**config.mk**
```make
export PLATFORM = sky130hd
export DESIGN_NAME = sts_top
export DESIGN_NICKNAME = d
export VERILOG_FILES = /design/src/logic/sts_sync3.v /design/src/logic/sts_top.v
export VERILOG_INCLUDE_DIRS = /design/src /design/src/logic
export SDC_FILE = /design/constraint.sdc
export NUM_CORES = 1
export LEC_CHECK = 0
export ABC_CLOCK_PERIOD_IN_PS = 5400
export BUFFER_PORTS_ARGS = -buffer_cell sky130_fd_sc_hd__buf_2
export CAP_MARGIN = 20
export CORE_UTILIZATION = 63
export DETAILED_ROUTE_END_ITERATION = 8
export PLACE_DENSITY_LB_ADDON = 0.1
export SYNTH_ARGS = -nofsm -noshare
export SYNTH_HDL_FRONTEND = slang
export SYNTH_SLANG_ARGS = --single-unit
```
**constraint.sdc**
```tcl
create_clock -name pclk -period 5.4 [get_ports pclk]
set_clock_uncertainty 0.15 [all_clocks]
set_input_delay 0 -clock pclk [delete_from_list [all_inputs] [get_ports pclk]]
set_output_delay 0 -clock pclk [all_outputs]
set_load 0.05 [all_outputs]
```
**src/logic/sts_consts.vh**
```
// Constants for the satellite time status and offset block
`ifndef STS_CONSTS_VH
`define STS_CONSTS_VH

// Clock and time base
`define STS_CLK_HZ 100000000
`define STS_TICK_US 1000
`define STS_MS_CYCLES (`STS_CLK_HZ / 1000000 * `STS_TICK_US)
`define STS_MS_MAX 10'h3e7
`define STS_BLINK_MS 10'h1f4

// Calendar limits
`define STS_SEC_MAX 6'h3b
`define STS_MIN_MAX 6'h3b
`define STS_HOUR_MAX 5'h17
`define STS_HOURS_DAY 5'h18
`define STS_DAY_MAX 9'h16e
`define STS_DAY_MIN 9'h001

// Lock and drift thresholds in seconds
`define STS_LOSS_S 150
`define STS_LOSS_CNT 8'h96
`define STS_DRIFT1_S 9000
`define STS_DRIFT1_CNT 16'h2328
`define STS_DRIFT2_S 54000
`define STS_DRIFT2_CNT 16'hd2f0

// Delay switch neutral setting in ms
`define STS_DLY_ZERO 7'h32

// Register offsets
`define STS_REG_CFG 12'h000
`define STS_REG_STAT 12'h004
`define STS_REG_TIME 12'h008

// Config field positions
`define STS_CFG_OFF_LSB 0
`define STS_CFG_H12 5
`define STS_CFG_EAST 6
`define STS_CFG_WEST 7
`define STS_CFG_UNITS_LSB 8
`define STS_CFG_TENS_LSB 12
`define STS_CFG_RESET 16'h5000

`endif

```
**src/logic/sts_sync3.v**
```verilog
// Three flip-flop input synchroniser with agreement filter
`timescale 1ns/1ns
`default_nettype none

module sts_sync3 #(
    parameter W = 3
) (
    // Clock and reset
    input wire pclk,
    input wire presetn,
    // Asynchronous inputs
    input wire [W-1:0] async_in,
    // Filtered synchronous levels
    output reg [W-1:0] sync_out
);

reg [W-1:0] stage1;
reg [W-1:0] stage2;
reg [W-1:0] stage3;
integer i;

// Shift chain; output follows once second and third agree
always @(posedge pclk or negedge presetn) begin
    if (!presetn) begin
        stage1 <= {W{1'b0}};
        stage2 <= {W{1'b0}};
        stage3 <= {W{1'b0}};
        sync_out <= {W{1'b0}};
    end else begin
        stage1 <= async_in;
        stage2 <= stage1;
        stage3 <= stage2;
        for (i = 0; i < W; i = i + 1) begin
            if (stage2[i] == stage3[i]) begin
                sync_out[i] <= stage3[i];
            end
        end
    end
end

endmodule
`default_nettype wire

```
**src/logic/sts_top.v**
```verilog
// Satellite clock status, offset, format and delay correction logic
//
// Summary of operation
// - Satellite indicator lit while data-rate locked
// - Indicator off after 150 s lock loss
// - Relight only after position field recognised
// - Position mismatch blinks indicator chosen by carrier
// - Auto mode mismatch blink armed only after first full sync
// - Display blanked from power-up until valid
// - Display on after locks and agreeing frames
// - Time shown as day, hour, minute, second
// - Colons flash after 2.5 h unlocked drift
// - Whole display flashes after 15 h drift
// - Flashing stops when time code resynchronised
// - Signed hours offset added to UTC hours
// - Time outputs carry same adjusted value
// - 24-hour default, 12-hour when selected
// - Select bits force east, west, else scan
// - Automatic scanning when neither force set
// - Delay from tens and units digits, ms
// - Fifty neutral, each step one millisecond
// - Delay shifts display, outputs and marks alike
//
// The implementer's own choices: register access over APB and the register offsets.
`timescale 1ns/1ns
`default_nettype none
`include "sts_consts.vh"

module sts_top #(
    parameter MS_CYCLES = `STS_MS_CYCLES
) (
    // Clock and reset
    input wire pclk,
    input wire presetn,
    // APB slave
    input wire psel,
    input wire penable,
    input wire pwrite,
    input wire [11:0] paddr,
    input wire [31:0] pwdata,
    output reg [31:0] prdata,
    output wire pready,
    output wire pslverr,
    // Receiver lock pins, asynchronous
    input wire carrier_lock_pin,
    input wire rate_lock_pin,
    input wire carrier_high_pin,
    // Decoded frame from demodulator, pclk domain
    input wire frame_stb,
    input wire [8:0] frame_day,
    input wire [4:0] frame_hour,
    input wire [5:0] frame_min,
    input wire [5:0] frame_sec,
    input wire pos_stb,
    input wire pos_east,
    // Satellite selection to receiver
    output reg force_east,
    output reg force_west,
    output reg auto_scan,
    // Display and time outputs
    output reg [8:0] disp_day,
    output reg [4:0] disp_hour,
    output reg [5:0] disp_min,
    output reg [5:0] disp_sec,
    output reg disp_pm,
    output reg disp_blank,
    output reg colon_on,
    output reg time_valid,
    output reg sec_mark,
    // Front panel indicators
    output reg led_east,
    output reg led_west
);

// Clamp a switch digit to 0..9
function [3:0] digit;
    input [3:0] d;
    begin
        digit = (d > 4'h9) ? 4'h9 : d;
    end
endfunction

// Synchronised receiver levels
wire [2:0] pins_s;
sts_sync3 #(.W(3)) u_sync (
    .pclk(pclk),
    .presetn(presetn),
    .async_in({carrier_high_pin, rate_lock_pin, carrier_lock_pin}),
    .sync_out(pins_s)
);
wire carrier_lock = pins_s[0];
wire rate_lock = pins_s[1];
wire carrier_high = pins_s[2];

// Register file
reg [15:0] cfg;
wire [4:0] hr_off = cfg[`STS_CFG_OFF_LSB +: 5];
wire h12 = cfg[`STS_CFG_H12];
wire [3:0] d_units = digit(cfg[`STS_CFG_UNITS_LSB +: 4]);
wire [3:0] d_tens = digit(cfg[`STS_CFG_TENS_LSB +: 4]);
wire [6:0] dly = {d_tens, 3'b000} + {2'b00, d_tens, 1'b0} + {3'b000, d_units};
wire [6:0] dly_ret = `STS_DLY_ZERO - dly;
wire [31:0] stat_word;
wire [31:0] time_word;
wire addr_ok = (paddr == `STS_REG_CFG) || (paddr == `STS_REG_STAT) ||
               (paddr == `STS_REG_TIME);

assign pready = 1'b1;
assign pslverr = psel & penable & ~addr_ok;

// Config writes in access phase, read data capture in setup phase
always @(posedge pclk or negedge presetn) begin
    if (!presetn) begin
        cfg <= `STS_CFG_RESET;
        prdata <= 32'h00000000;
    end else begin
        if (psel && penable && pwrite && paddr == `STS_REG_CFG) begin
            cfg <= pwdata[15:0];
        end
        if (psel && !penable) begin
            case (paddr)
                `STS_REG_CFG: prdata <= {16'h0000, cfg};
                `STS_REG_STAT: prdata <= stat_word;
                `STS_REG_TIME: prdata <= time_word;
                default: prdata <= 32'h00000000;
            endcase
        end
    end
end

// Selection outputs to receiver
always @(posedge pclk or negedge presetn) begin
    if (!presetn) begin
        force_east <= 1'b0;
        force_west <= 1'b0;
        auto_scan <= 1'b1;
    end else begin
        force_east <= cfg[`STS_CFG_EAST];
        force_west <= cfg[`STS_CFG_WEST] & ~cfg[`STS_CFG_EAST];
        auto_scan <= ~cfg[`STS_CFG_EAST] & ~cfg[`STS_CFG_WEST];
    end
end

// Millisecond divider
reg [16:0] div_cnt;
wire ms_tick = (div_cnt == MS_CYCLES[16:0] - 17'h00001);
always @(posedge pclk or negedge presetn) begin
    if (!presetn) begin
        div_cnt <= 17'h00000;
    end else if (ms_tick) begin
        div_cnt <= 17'h00000;
    end else begin
        div_cnt <= div_cnt + 17'h00001;
    end
end

// Time of year counter
reg [9:0] ms;
reg [5:0] sec;
reg [5:0] minute;
reg [4:0] hour;
reg [8:0] day;
wire sec_tick = ms_tick && (ms == `STS_MS_MAX);
wire blink = (ms < `STS_BLINK_MS);

// Held frame and delayed load
reg [8:0] f_day;
reg [4:0] f_hour;
reg [5:0] f_min;
reg [5:0] f_sec;
reg ld_pend;
reg [5:0] wait_cnt;
reg [9:0] ld_ms;
reg cand;
wire load = ld_pend && (wait_cnt == 6'h00);
wire match = cand && sec == f_sec && minute == f_min && hour == f_hour && day == f_day;
wire sync_ev = load && match && carrier_lock && rate_lock;

// Frame capture; retarding settings wait, advancing ones preload ms
always @(posedge pclk or negedge presetn) begin
    if (!presetn) begin
        f_day <= `STS_DAY_MIN;
        {f_hour, f_min, f_sec} <= 17'h00000;
        {ld_pend, wait_cnt, ld_ms, cand} <= 18'h00000;
    end else begin
        if (frame_stb) begin
            f_day <= frame_day;
            f_hour <= frame_hour;
            f_min <= frame_min;
            f_sec <= frame_sec;
            ld_pend <= 1'b1;
            if (dly >= `STS_DLY_ZERO) begin
                wait_cnt <= 6'h00;
                ld_ms <= {3'b000, dly - `STS_DLY_ZERO};
            end else begin
                wait_cnt <= dly_ret[5:0];
                ld_ms <= 10'h000;
            end
        end else if (load) begin
            ld_pend <= 1'b0;
            cand <= carrier_lock & rate_lock;
        end else if (ld_pend && ms_tick) begin
            wait_cnt <= wait_cnt - 6'h01;
        end
    end
end

// Running time; delay correction lands here so all views follow
always @(posedge pclk or negedge presetn) begin
    if (!presetn) begin
        {ms, sec, minute, hour} <= 27'h0000000;
        day <= `STS_DAY_MIN;
    end else if (load) begin
        ms <= ld_ms;
        sec <= f_sec;
        minute <= f_min;
        hour <= f_hour;
        day <= f_day;
    end else if (ms_tick) begin
        if (ms != `STS_MS_MAX) begin
            ms <= ms + 10'h001;
        end else begin
            ms <= 10'h000;
            if (sec != `STS_SEC_MAX) begin
                sec <= sec + 6'h01;
            end else begin
                sec <= 6'h00;
                if (minute != `STS_MIN_MAX) begin
                    minute <= minute + 6'h01;
                end else begin
                    minute <= 6'h00;
                    if (hour != `STS_HOUR_MAX) begin
                        hour <= hour + 5'h01;
                    end else begin
                        hour <= 5'h00;
                        day <= (day == `STS_DAY_MAX) ? `STS_DAY_MIN : day + 9'h001;
                    end
                end
            end
        end
    end
end

// Display enable and drift accumulation
reg disp_on;
reg [15:0] drift;
wire colon_flash = (drift >= `STS_DRIFT1_CNT);
wire all_flash = (drift >= `STS_DRIFT2_CNT);
always @(posedge pclk or negedge presetn) begin
    if (!presetn) begin
        disp_on <= 1'b0;
        drift <= 16'h0000;
    end else begin
        if (sync_ev) begin
            disp_on <= 1'b1;
            drift <= 16'h0000;
        end else if (sec_tick && disp_on && !rate_lock && !all_flash) begin
            drift <= drift + 16'h0001;
        end
    end
end

// Satellite indicator state
reg sat_lit;
reg need_pos;
reg cur_east;
reg exp_east;
reg exp_valid;
reg [7:0] loss_sec;
wire forced = cfg[`STS_CFG_EAST] | cfg[`STS_CFG_WEST];
wire want_east = forced ? cfg[`STS_CFG_EAST] : exp_east;
wire mis = sat_lit && (cand || disp_on) && (forced || exp_valid) &&
           (cur_east != want_east);
always @(posedge pclk or negedge presetn) begin
    if (!presetn) begin
        {sat_lit, cur_east, exp_east, exp_valid} <= 4'h0;
        need_pos <= 1'b1;
        loss_sec <= 8'h00;
    end else begin
        if (rate_lock) begin
            loss_sec <= 8'h00;
        end else if (sec_tick && loss_sec != `STS_LOSS_CNT) begin
            loss_sec <= loss_sec + 8'h01;
        end
        if (!rate_lock && loss_sec == `STS_LOSS_CNT) begin
            sat_lit <= 1'b0;
            need_pos <= 1'b1;
        end else if (pos_stb && rate_lock) begin
            cur_east <= pos_east;
            need_pos <= 1'b0;
            sat_lit <= 1'b1;
        end else if (rate_lock && !need_pos) begin
            sat_lit <= 1'b1;
        end
        if (sync_ev && !forced) begin
            exp_east <= cur_east;
            exp_valid <= 1'b1;
        end
    end
end

// Hours offset with day borrow and carry
reg signed [6:0] hs;
reg [4:0] h24;
reg [8:0] dadj;
reg [4:0] hshow;
reg pm;
always @* begin
    hs = $signed({2'b00, hour}) + $signed({{2{hr_off[4]}}, hr_off});
    h24 = hs[4:0];
    dadj = day;
    if (hs < 0) begin
        h24 = hs[4:0] + `STS_HOURS_DAY;
        dadj = (day == `STS_DAY_MIN) ? `STS_DAY_MAX : day - 9'h001;
    end else if (hs > $signed({2'b00, `STS_HOUR_MAX})) begin
        h24 = hs[4:0] - `STS_HOURS_DAY;
        dadj = (day == `STS_DAY_MAX) ? `STS_DAY_MIN : day + 9'h001;
    end
    pm = (h24 >= 5'h0c);
    hshow = h24;
    if (h12) begin
        if (h24 == 5'h00) begin
            hshow = 5'h0c;
        end else if (h24 > 5'h0c) begin
            hshow = h24 - 5'h0c;
        end
    end
end

// Registered display, time outputs and indicators
always @(posedge pclk or negedge presetn) begin
    if (!presetn) begin
        {disp_day, disp_hour, disp_min, disp_sec, disp_pm} <= 27'h0000000;
        disp_blank <= 1'b1;
        {colon_on, time_valid, sec_mark, led_east, led_west} <= 5'h00;
    end else begin
        disp_day <= dadj;
        disp_hour <= hshow;
        disp_min <= minute;
        disp_sec <= sec;
        disp_pm <= h12 & pm;
        disp_blank <= ~disp_on | (all_flash & blink);
        colon_on <= disp_on ? ~(colon_flash & blink) : (cand | blink);
        time_valid <= disp_on;
        sec_mark <= sec_tick & disp_on;
        if (mis) begin
            led_east <= carrier_high & blink;
            led_west <= ~carrier_high & blink;
        end else begin
            led_east <= sat_lit & cur_east;
            led_west <= sat_lit & ~cur_east;
        end
    end
end

// Status and time readback words
assign stat_word = {22'h000000, mis, need_pos, sat_lit, cand, all_flash, colon_flash,
                    disp_on, carrier_high, rate_lock, carrier_lock};
assign time_word = {dadj, disp_pm, h24, 5'h00, minute, sec};

endmodule
`default_nettype wire

```
==> out/results.ini, run 1 <==
[global_routing]
grt_pass1_vias = 8892
track_usage_pct = 31.80
grt_pass1_wl_microns = 45580
antenna_found_initial = 0
grt_max_degree = 120
grt_overflow = 0

[sta]
hold_violations = 3
setup_viol = 0
relSlewSlack_pct = 24.48
period_needed_ns = 4.066
drv_slew = 0
setup_tns_ns = 0
whs_ns = -0.02958
layout_setup_ws_ns = 1.334
worstMarginPinSlew_ns = 1.133
fmax_ghz = 0.2460
fin_crit_sh_pct = 75.29
rsz0062_at_grt = false

[logic_synthesis]
synth-async-reset-ratio_pct = 100.0
ys_dominant_reg_cell = dfrtp_1
synth_cell_type_count = 82
ys_seq_elements = 219
avgSynthCellArea_sq_um = 10.18
synth_xor_area_share_pct = 6.661
synthAdderAreaFrac_pct = 4.733
synth_cells = 1096
yosys-mux-area-fraction_pct = 5.529
synth_top_family_by_area = simple AND/OR/NAND/NOR gates
ys_warn_count = 0
synth_edf_count = 0
synthesis.area_sq_um = 11160
synth_top_area_share_pct = 47.55
yosysTopAreaCell = dfrtp_1
synthSimpleGateAreaFrac_pct = 16.19
syn_nets = 1215
synth_most_common_cell = dfrtp_1
synth_compound_area_share_pct = 14.09
synth_common_cells = dfrtp_1, nor2_1, nand2_1
seq_area_frac_synth_pct = 49.20
synth.area.top_cells = dfrtp_1, mux2_2, ha_1

[power]
ir_worst_vdd_mv = 0.2579
p_leak_uw = 0.006312
power_frac_clock_pct = 45.5
p_sw_share_pct = 23.34
p_seq_share_pct = 47.6
p_switching_uw = 846.2
power_density_nw_per_um2 = 270.8
comb_power_share_pct = 6.9
internal_power_uw = 2779

[clock_tree]
clock_sinks = 219
clk-insertion-delay-late_ns = 0.51
post_cts_buffers = 0
path_clk_slew_ns = 0.07
postCtsResizedCells = 0
cts_max_level = 1
tritoncts = done
clockBufferDepth = 3
cts-root-buf = clkbuf_16
cts-buffers-inserted = 23

[run_status]
violations = hold timing
status = finished, violations left

[placed_design]
dp_hpwl_microns = 18390
gp_congestion = 0.9132
place_area_sq_um = 11950
preCtsSetupSlack_ns = 1.435
port_buffers = 132

[critical_path]
critPathTopFamily = compound AO/OA/AOI/OAI gates
startpoint = hour[0]
rr_worst_depth = 16
crit_slowest_cell = fa_1
cp_cell_sequence = ha_1 -> fa_1 -> a211oi_1 -> nor3b_1 -> nor2_1 -> inv_1 -> ha_1 -> a21o_2 -> a22oi_4 -> xnor2_1 -> inv_1 -> ha_1 -> nand2_1 -> nand3_1 -> o21ai_0 -> a2bb2oi_1
cp_max_fo = 14
r2r_start = hour[0]
r2r_setup_slack_ns = 1.33
end_kind = flip-flop
worstSetupEndpoint = disp_hour[3]
r2r_end = disp_hour[3]
cp-start-kind = flip-flop
slowest_delay_ns = 0.46
critPathArrivalTime_ns = 4.29
path_buf_inv = 2
cp_common_cell = ha_1
worstSetupPathType = flip-flop to flip-flop
worstPathRequired_ns = 5.63
cp.depth = 16

[drt]
first_pass_iters = 5
drc = 0
drt_iter0_drc = 652
wl_microns = 28400
final_antenna_net_count = 0
vias = 9062
vias_per_cell = 5.989
routedWlPerCell_microns = 18.77

[floorplanning]
core_sq_um = 17300
start_util_pct = 64.50
rows = 48
die_w_microns = 135.1
ios = 151
die_h_microns = 135.1
die-area_sq_um = 18250

[layout]
final_nets = 1390
fin_util_pct = 77.38
syn2layout_area_growth_pct = 19.96
multiInputGateArea_sq_um = 5274
final.fill_count = 1166
final_cell_area_sq_um = 13380
seq_area_sq_um = 5489
layout-drive-gt1-share_pct = 19.89

[run]
maxCapViolCount = 0

[min_path]
holdCritPathClass = primary input to asynchronous set/reset pin

## how the worst min path moves through the flow
stage                           startpoint          endpoint  slack (ns)  depth (start not counted)
after floorplan                    presetn              cand       -0.45                          0
after global placement    carrier_lock_pin  u_sync.stage1[0]       -0.04                          1
after detailed placement           presetn        prdata[12]       -0.04                          1
after CTS                           pwrite           cfg[15]       0.003                          4
after global routing               presetn        prdata[12]        0.06                          2
final                              presetn        prdata[12]       -0.03                          2
## worst reg2reg max path: stages, from the launching register on
cell and delay [ns]:
dfrtp_1 0.45, ha_1 0.27, fa_1 0.46, a211oi_1 0.34, nor3b_1 0.13, nor2_1 0.15, inv_1 0.08, ha_1 0.20
a21o_2 0.22, a22oi_4 0.37, xnor2_1 0.26, inv_1 0.12, ha_1 0.21, nand2_1 0.08, nand3_1 0.08, o21ai_0 0.26
a2bb2oi_1 0.12
## layout by cell type (no fill, tap or decap), types with 6 or more instances in the layout
master,synthesis,layout
mux2i_1,13,13
a22o_1,24,24
o22ai_1,12,12
a21oi_1,50,50
or3_1,10,10
nand4_1,15,15
inv_1,44,44
nor3b_1,7,7
nor3_1,23,23
dlygate4sd3_1,0,63
mux2_2,42,42
nor4_1,13,13
buf_4,2,9
buf_2,3,132
nand2_1,82,82
ha_1,35,35
o21ai_0,79,79
a211oi_1,7,7
clkbuf_16,0,23
a31oi_1,10,10
dfstp_2,7,7
nand3_1,43,43
clkinv_2,0,6
xor2_1,42,42
nor2_1,94,94
xnor2_1,41,41
nand2b_1,9,9
nor2b_1,8,8
dfrtp_1,212,212
and3_1,19,19
## power by group through the flow
stage               combinational (uW)  clock, uW  sequential, uW
floorplan                          103          0            1760
global placement                   208          0            1750
detailed placement                 211          0            1750
CTS                                246       1670            1730
global route                       271       1730            1730
finish                             249       1650            1730
## final cells by class
class                   instances  share of cell area [%]
diodes                          1                 0.01870
multi-input cells             777                   39.40
inverters                      44                   1.234
clock buffers                  30                   4.871
well taps                     225                   2.103
flip-flops and latches        219                   41.01
repair buffers                206                   10.35
clock inverters                11                   1.010
## sequential cells by signal, indices dropped and copies added (netlist names), 7 cells and up
signal	cells
cfg	16
day	9
disp_day	9
div_cnt	17
drift	16
f_day	9
ld_ms	7
loss_sec	8
ms	10
prdata	31
## per-layer routing
metal	part of all wire [%]	wire [microns]	global-route usage, %
met1	43	12220	42.15
met2	48	13620	53.12
met3	5.9	1662	5.030
met4	3.2	902	11.36
met5	0	0	0
## cell families after synthesis
| family | Yosys count |
|---|---|
| muxes | 56 |
| DFF | 219 |
| buffers and inverters | 100 |
| xor gates and xnor gates | 84 |
| AOI/OAI and AO/OA | 240 |
| other | 2 |
| and+or+nand+nor | 354 |
| adders and majority gates | 41 |
## metrics by stage
step | hold slack (ns) | power, uW | cells
global placement | -0.04142 | 1962 | 1406
floorplan | -0.4456 | 1865 | 1096
global route | 0.05957 | 3736 | 1512
CTS | 0.002906 | 3637 | 1510
finish | -0.02958 | 3625 | 1513
detailed placement | -0.04064 | 1966 | 1406
## repair_timing
item | in CTS | in global routing
endpoints found under the setup margin | 0 | 0
hold buffers | 63 | 0
endpoints found under the hold margin | 177 | 0
Power figures use the tool's default switching activity.
==> run 2, diff against run 1 <==
--- a/config.mk
+++ b/config.mk
@@ -6,10 +6,10 @@
 export SDC_FILE = /design/constraint.sdc
 export NUM_CORES = 1
 export LEC_CHECK = 0
-export ABC_CLOCK_PERIOD_IN_PS = 5400
+export ABC_CLOCK_PERIOD_IN_PS = 3700
 export BUFFER_PORTS_ARGS = -buffer_cell sky130_fd_sc_hd__buf_2
 export CAP_MARGIN = 20
-export CORE_UTILIZATION = 63
+export CORE_UTILIZATION = 53
 export DETAILED_ROUTE_END_ITERATION = 8
 export PLACE_DENSITY_LB_ADDON = 0.1
 export SYNTH_ARGS = -nofsm -noshare
==> constraint.sdc (replaced) <==
create_clock -name pclk -period 3.7 [get_ports pclk]
set_clock_uncertainty 0.15 [all_clocks]
set_input_delay 0 -clock pclk [delete_from_list [all_inputs] [get_ports pclk]]
set_output_delay 0 -clock pclk [all_outputs]
set_load 0.05 [all_outputs]
==> out/results.ini, run 2 (same netlist as run 1, synthesis figures left out) <==
[run_status]
status = finished, violations left
violations = hold timing

[clock_tree]
clock_sinks = 219  ; unchanged
cts-buffers-inserted = 24  ; +4.3%
cts_max_level = 1  ; unchanged
cts-root-buf = clkbuf_16
path_clk_slew_ns = 0.06  ; about the same
post_cts_buffers = 0  ; unchanged
clockBufferDepth = 3  ; unchanged
clk-insertion-delay-late_ns = 0.52  ; about the same
tritoncts = done

[critical_path]
slowest_delay_ns = 0.40  ; -0.06 ns
crit_slowest_cell = dfrtp_1
cp_max_fo = 5  ; -9
worstSetupPathType = flip-flop to flip-flop
critPathArrivalTime_ns = 3.70  ; -0.59 ns
cp-start-kind = flip-flop
cp_common_cell = ha_1
end_kind = flip-flop
worstPathRequired_ns = 3.95  ; -1.68 ns
cp_cell_sequence = ha_1 -> fa_2 -> a211oi_2 -> nor3b_1 -> nor2_1 -> inv_1 -> ha_1 -> a21o_2 -> a22oi_4 -> xnor2_2 -> inv_1 -> ha_1 -> nand2_1 -> nand3_1 -> o21ai_1 -> a2bb2oi_1

[drt]
vias_per_cell = 5.633  ; -5.9%
drt_iter0_drc = 548  ; -16%
drc = 0  ; unchanged
first_pass_iters = 5  ; unchanged
vias = 8878  ; -2.0%
final_antenna_net_count = 0  ; unchanged
wl_microns = 27480  ; -3.2%
routedWlPerCell_microns = 17.43  ; -7.1%

[layout]
final.fill_count = 1616  ; +39%
diodes = 0  ; -1
largest_register_ffs = 31  ; unchanged
final_cell_mix = dfrtp_1, buf_2, nor2_1, nand2_1, o21ai_0
layout-drive-gt1-share_pct = 20.83  ; +0.94 points
fin_cells = 1576  ; +4.2%
final_common_cell = dfrtp_1
syn2layout_area_growth_pct = 22.36
final_cell_area_sq_um = 13650  ; +2.0%
largest-register = prdata
largestRegisters = prdata x31, div_cnt x17
final_nets = 1407  ; +1.2%

[global_routing]
antenna_found_initial = 0  ; unchanged
grt_pass1_wl_microns = 44860  ; -1.6%
grt_overflow = 0  ; unchanged
grt_max_degree = 119  ; -0.83%
grt_pass1_vias = 8751  ; -1.6%
track_usage_pct = 25.87  ; -5.9 points

[placed_design]
port_buffers = 132  ; unchanged
dp.cells = 1464  ; +4.1%
gp_congestion = 0.9144  ; +0.13%
place_area_sq_um = 12110  ; +1.4%
dp_hpwl_microns = 18670  ; +1.5%
preCtsSetupSlack_ns = 0.03943  ; -1.395 ns

[sta]
setup_tns_ns = 0  ; unchanged
rsz0062_at_grt = false
drv_slew = 0  ; unchanged
whs_ns = -0.03863  ; -0.009053 ns
setup_viol = 0  ; unchanged
fin_crit_sh_pct = 93.21  ; +18 points
relSlewSlack_pct = 38.16  ; +14 points
layout_setup_ws_ns = 0.2513  ; -1.083 ns
hold_violations = 7  ; +4
fmax_ghz = 0.2900  ; +18%
worstMarginPinSlew_ns = 0.9276  ; -0.2052 ns
period_needed_ns = 3.449  ; -0.6171 ns

[floorplanning]
die-area_sq_um = 21640  ; +19%
die_h_microns = 147.1  ; +8.9%
rows = 52  ; +8.3%
start_util_pct = 54.61  ; -9.9 points
ios = 151  ; unchanged
die_w_microns = 147.1  ; +8.9%
core_sq_um = 20430  ; +18%

[power]
power_density_nw_per_um2 = 394.3  ; +46%
ir_worst_vdd_mv = 0.3549  ; +38%
p_leak_uw = 0.006408  ; +1.5%

[min_path]
holdCritPathClass = primary input to asynchronous set/reset pin

[run]
maxCapViolCount = 0  ; unchanged

-- run 2: timing repair --
item	CTS	global route
resized for setup	1	3
endpoints found under the setup margin	1	3
hold buffers	66	1
hold endpoints to repair	175	10
-- run 2: metal layers --
metal	share of wire, %	GRT usage [%]	wire length (microns)	vias to the layer above
li1	-	-	-	4268
met5	0	0	0	-
met4	1.5	6.392	408	0
met2	47	42.67	12830	264
met3	6.0	3.509	1658	34
met1	46	36.20	12590	4312
-- run 2: final cells by class --
| class | count | area, sq um | area share, % |
|---|---|---|---|
| clock buffer | 33 | 695.7 | 5.096 |
| clock inverter | 11 | 136.4 | 0.9990 |
| inverter | 44 | 165.2 | 1.210 |
| multi-input combinational | 777 | 5289 | 38.74 |
| sequential | 219 | 5489 | 40.21 |
| tap | 270 | 337.8 | 2.475 |
| timing repair buffer | 222 | 1539 | 11.27 |
-- run 2: worst max-delay path: cells and delay by family (launching register included) --
kind,cells,cell delay (ns)
DFF,1,0.40
xor gates and xnor gates,1,0.17
buffers and inverters,2,0.18
AOI/OAI and AO/OA,5,0.94
adders and majority gates,4,1.06
and+or+nand+nor,4,0.43
-- run 2: power by group --
group          internal (uW)  total [uW]  switching (uW)  leakage, uW
logic                    161         374             213      0.00313
clock network           1520        2500             973     0.000412
registers               2450        2510            59.2      0.00287
total                   4140        5380            1240      0.00641
-- run 2: per-stage QoR --
step / utilization (%) / hold WS (ns) / power [uW]
after floorplan: - / -0.4456 / 2722
after global placement: 59.30 / -0.04131 / 2875
after detailed placement: 59.30 / -0.03996 / 2878
after CTS: 66.63 / 0.001490 / 5427
after global routing: 66.82 / 0.03855 / 5573
final: 66.82 / -0.03863 / 5383
-- run 2: path summary, 6_finish.rpt --
check | from | end | slack [ns] | cells past startpoint
setup / recovery | cfg[0] | disp_hour[2] | 0.25 | 16
max in group asynchronous | presetn | disp_min[1] | 2.50 | 3
setup reg to reg | cfg[0] | disp_hour[2] | 0.25 | 16
hold reg to reg | u_sync.stage1[2] | u_sync.stage2[2] | 0.20 | 0
min in group pclk | pwrite | cfg[10] | 0.02 | 5
hold / removal | presetn | prdata[15] | -0.04 | 2
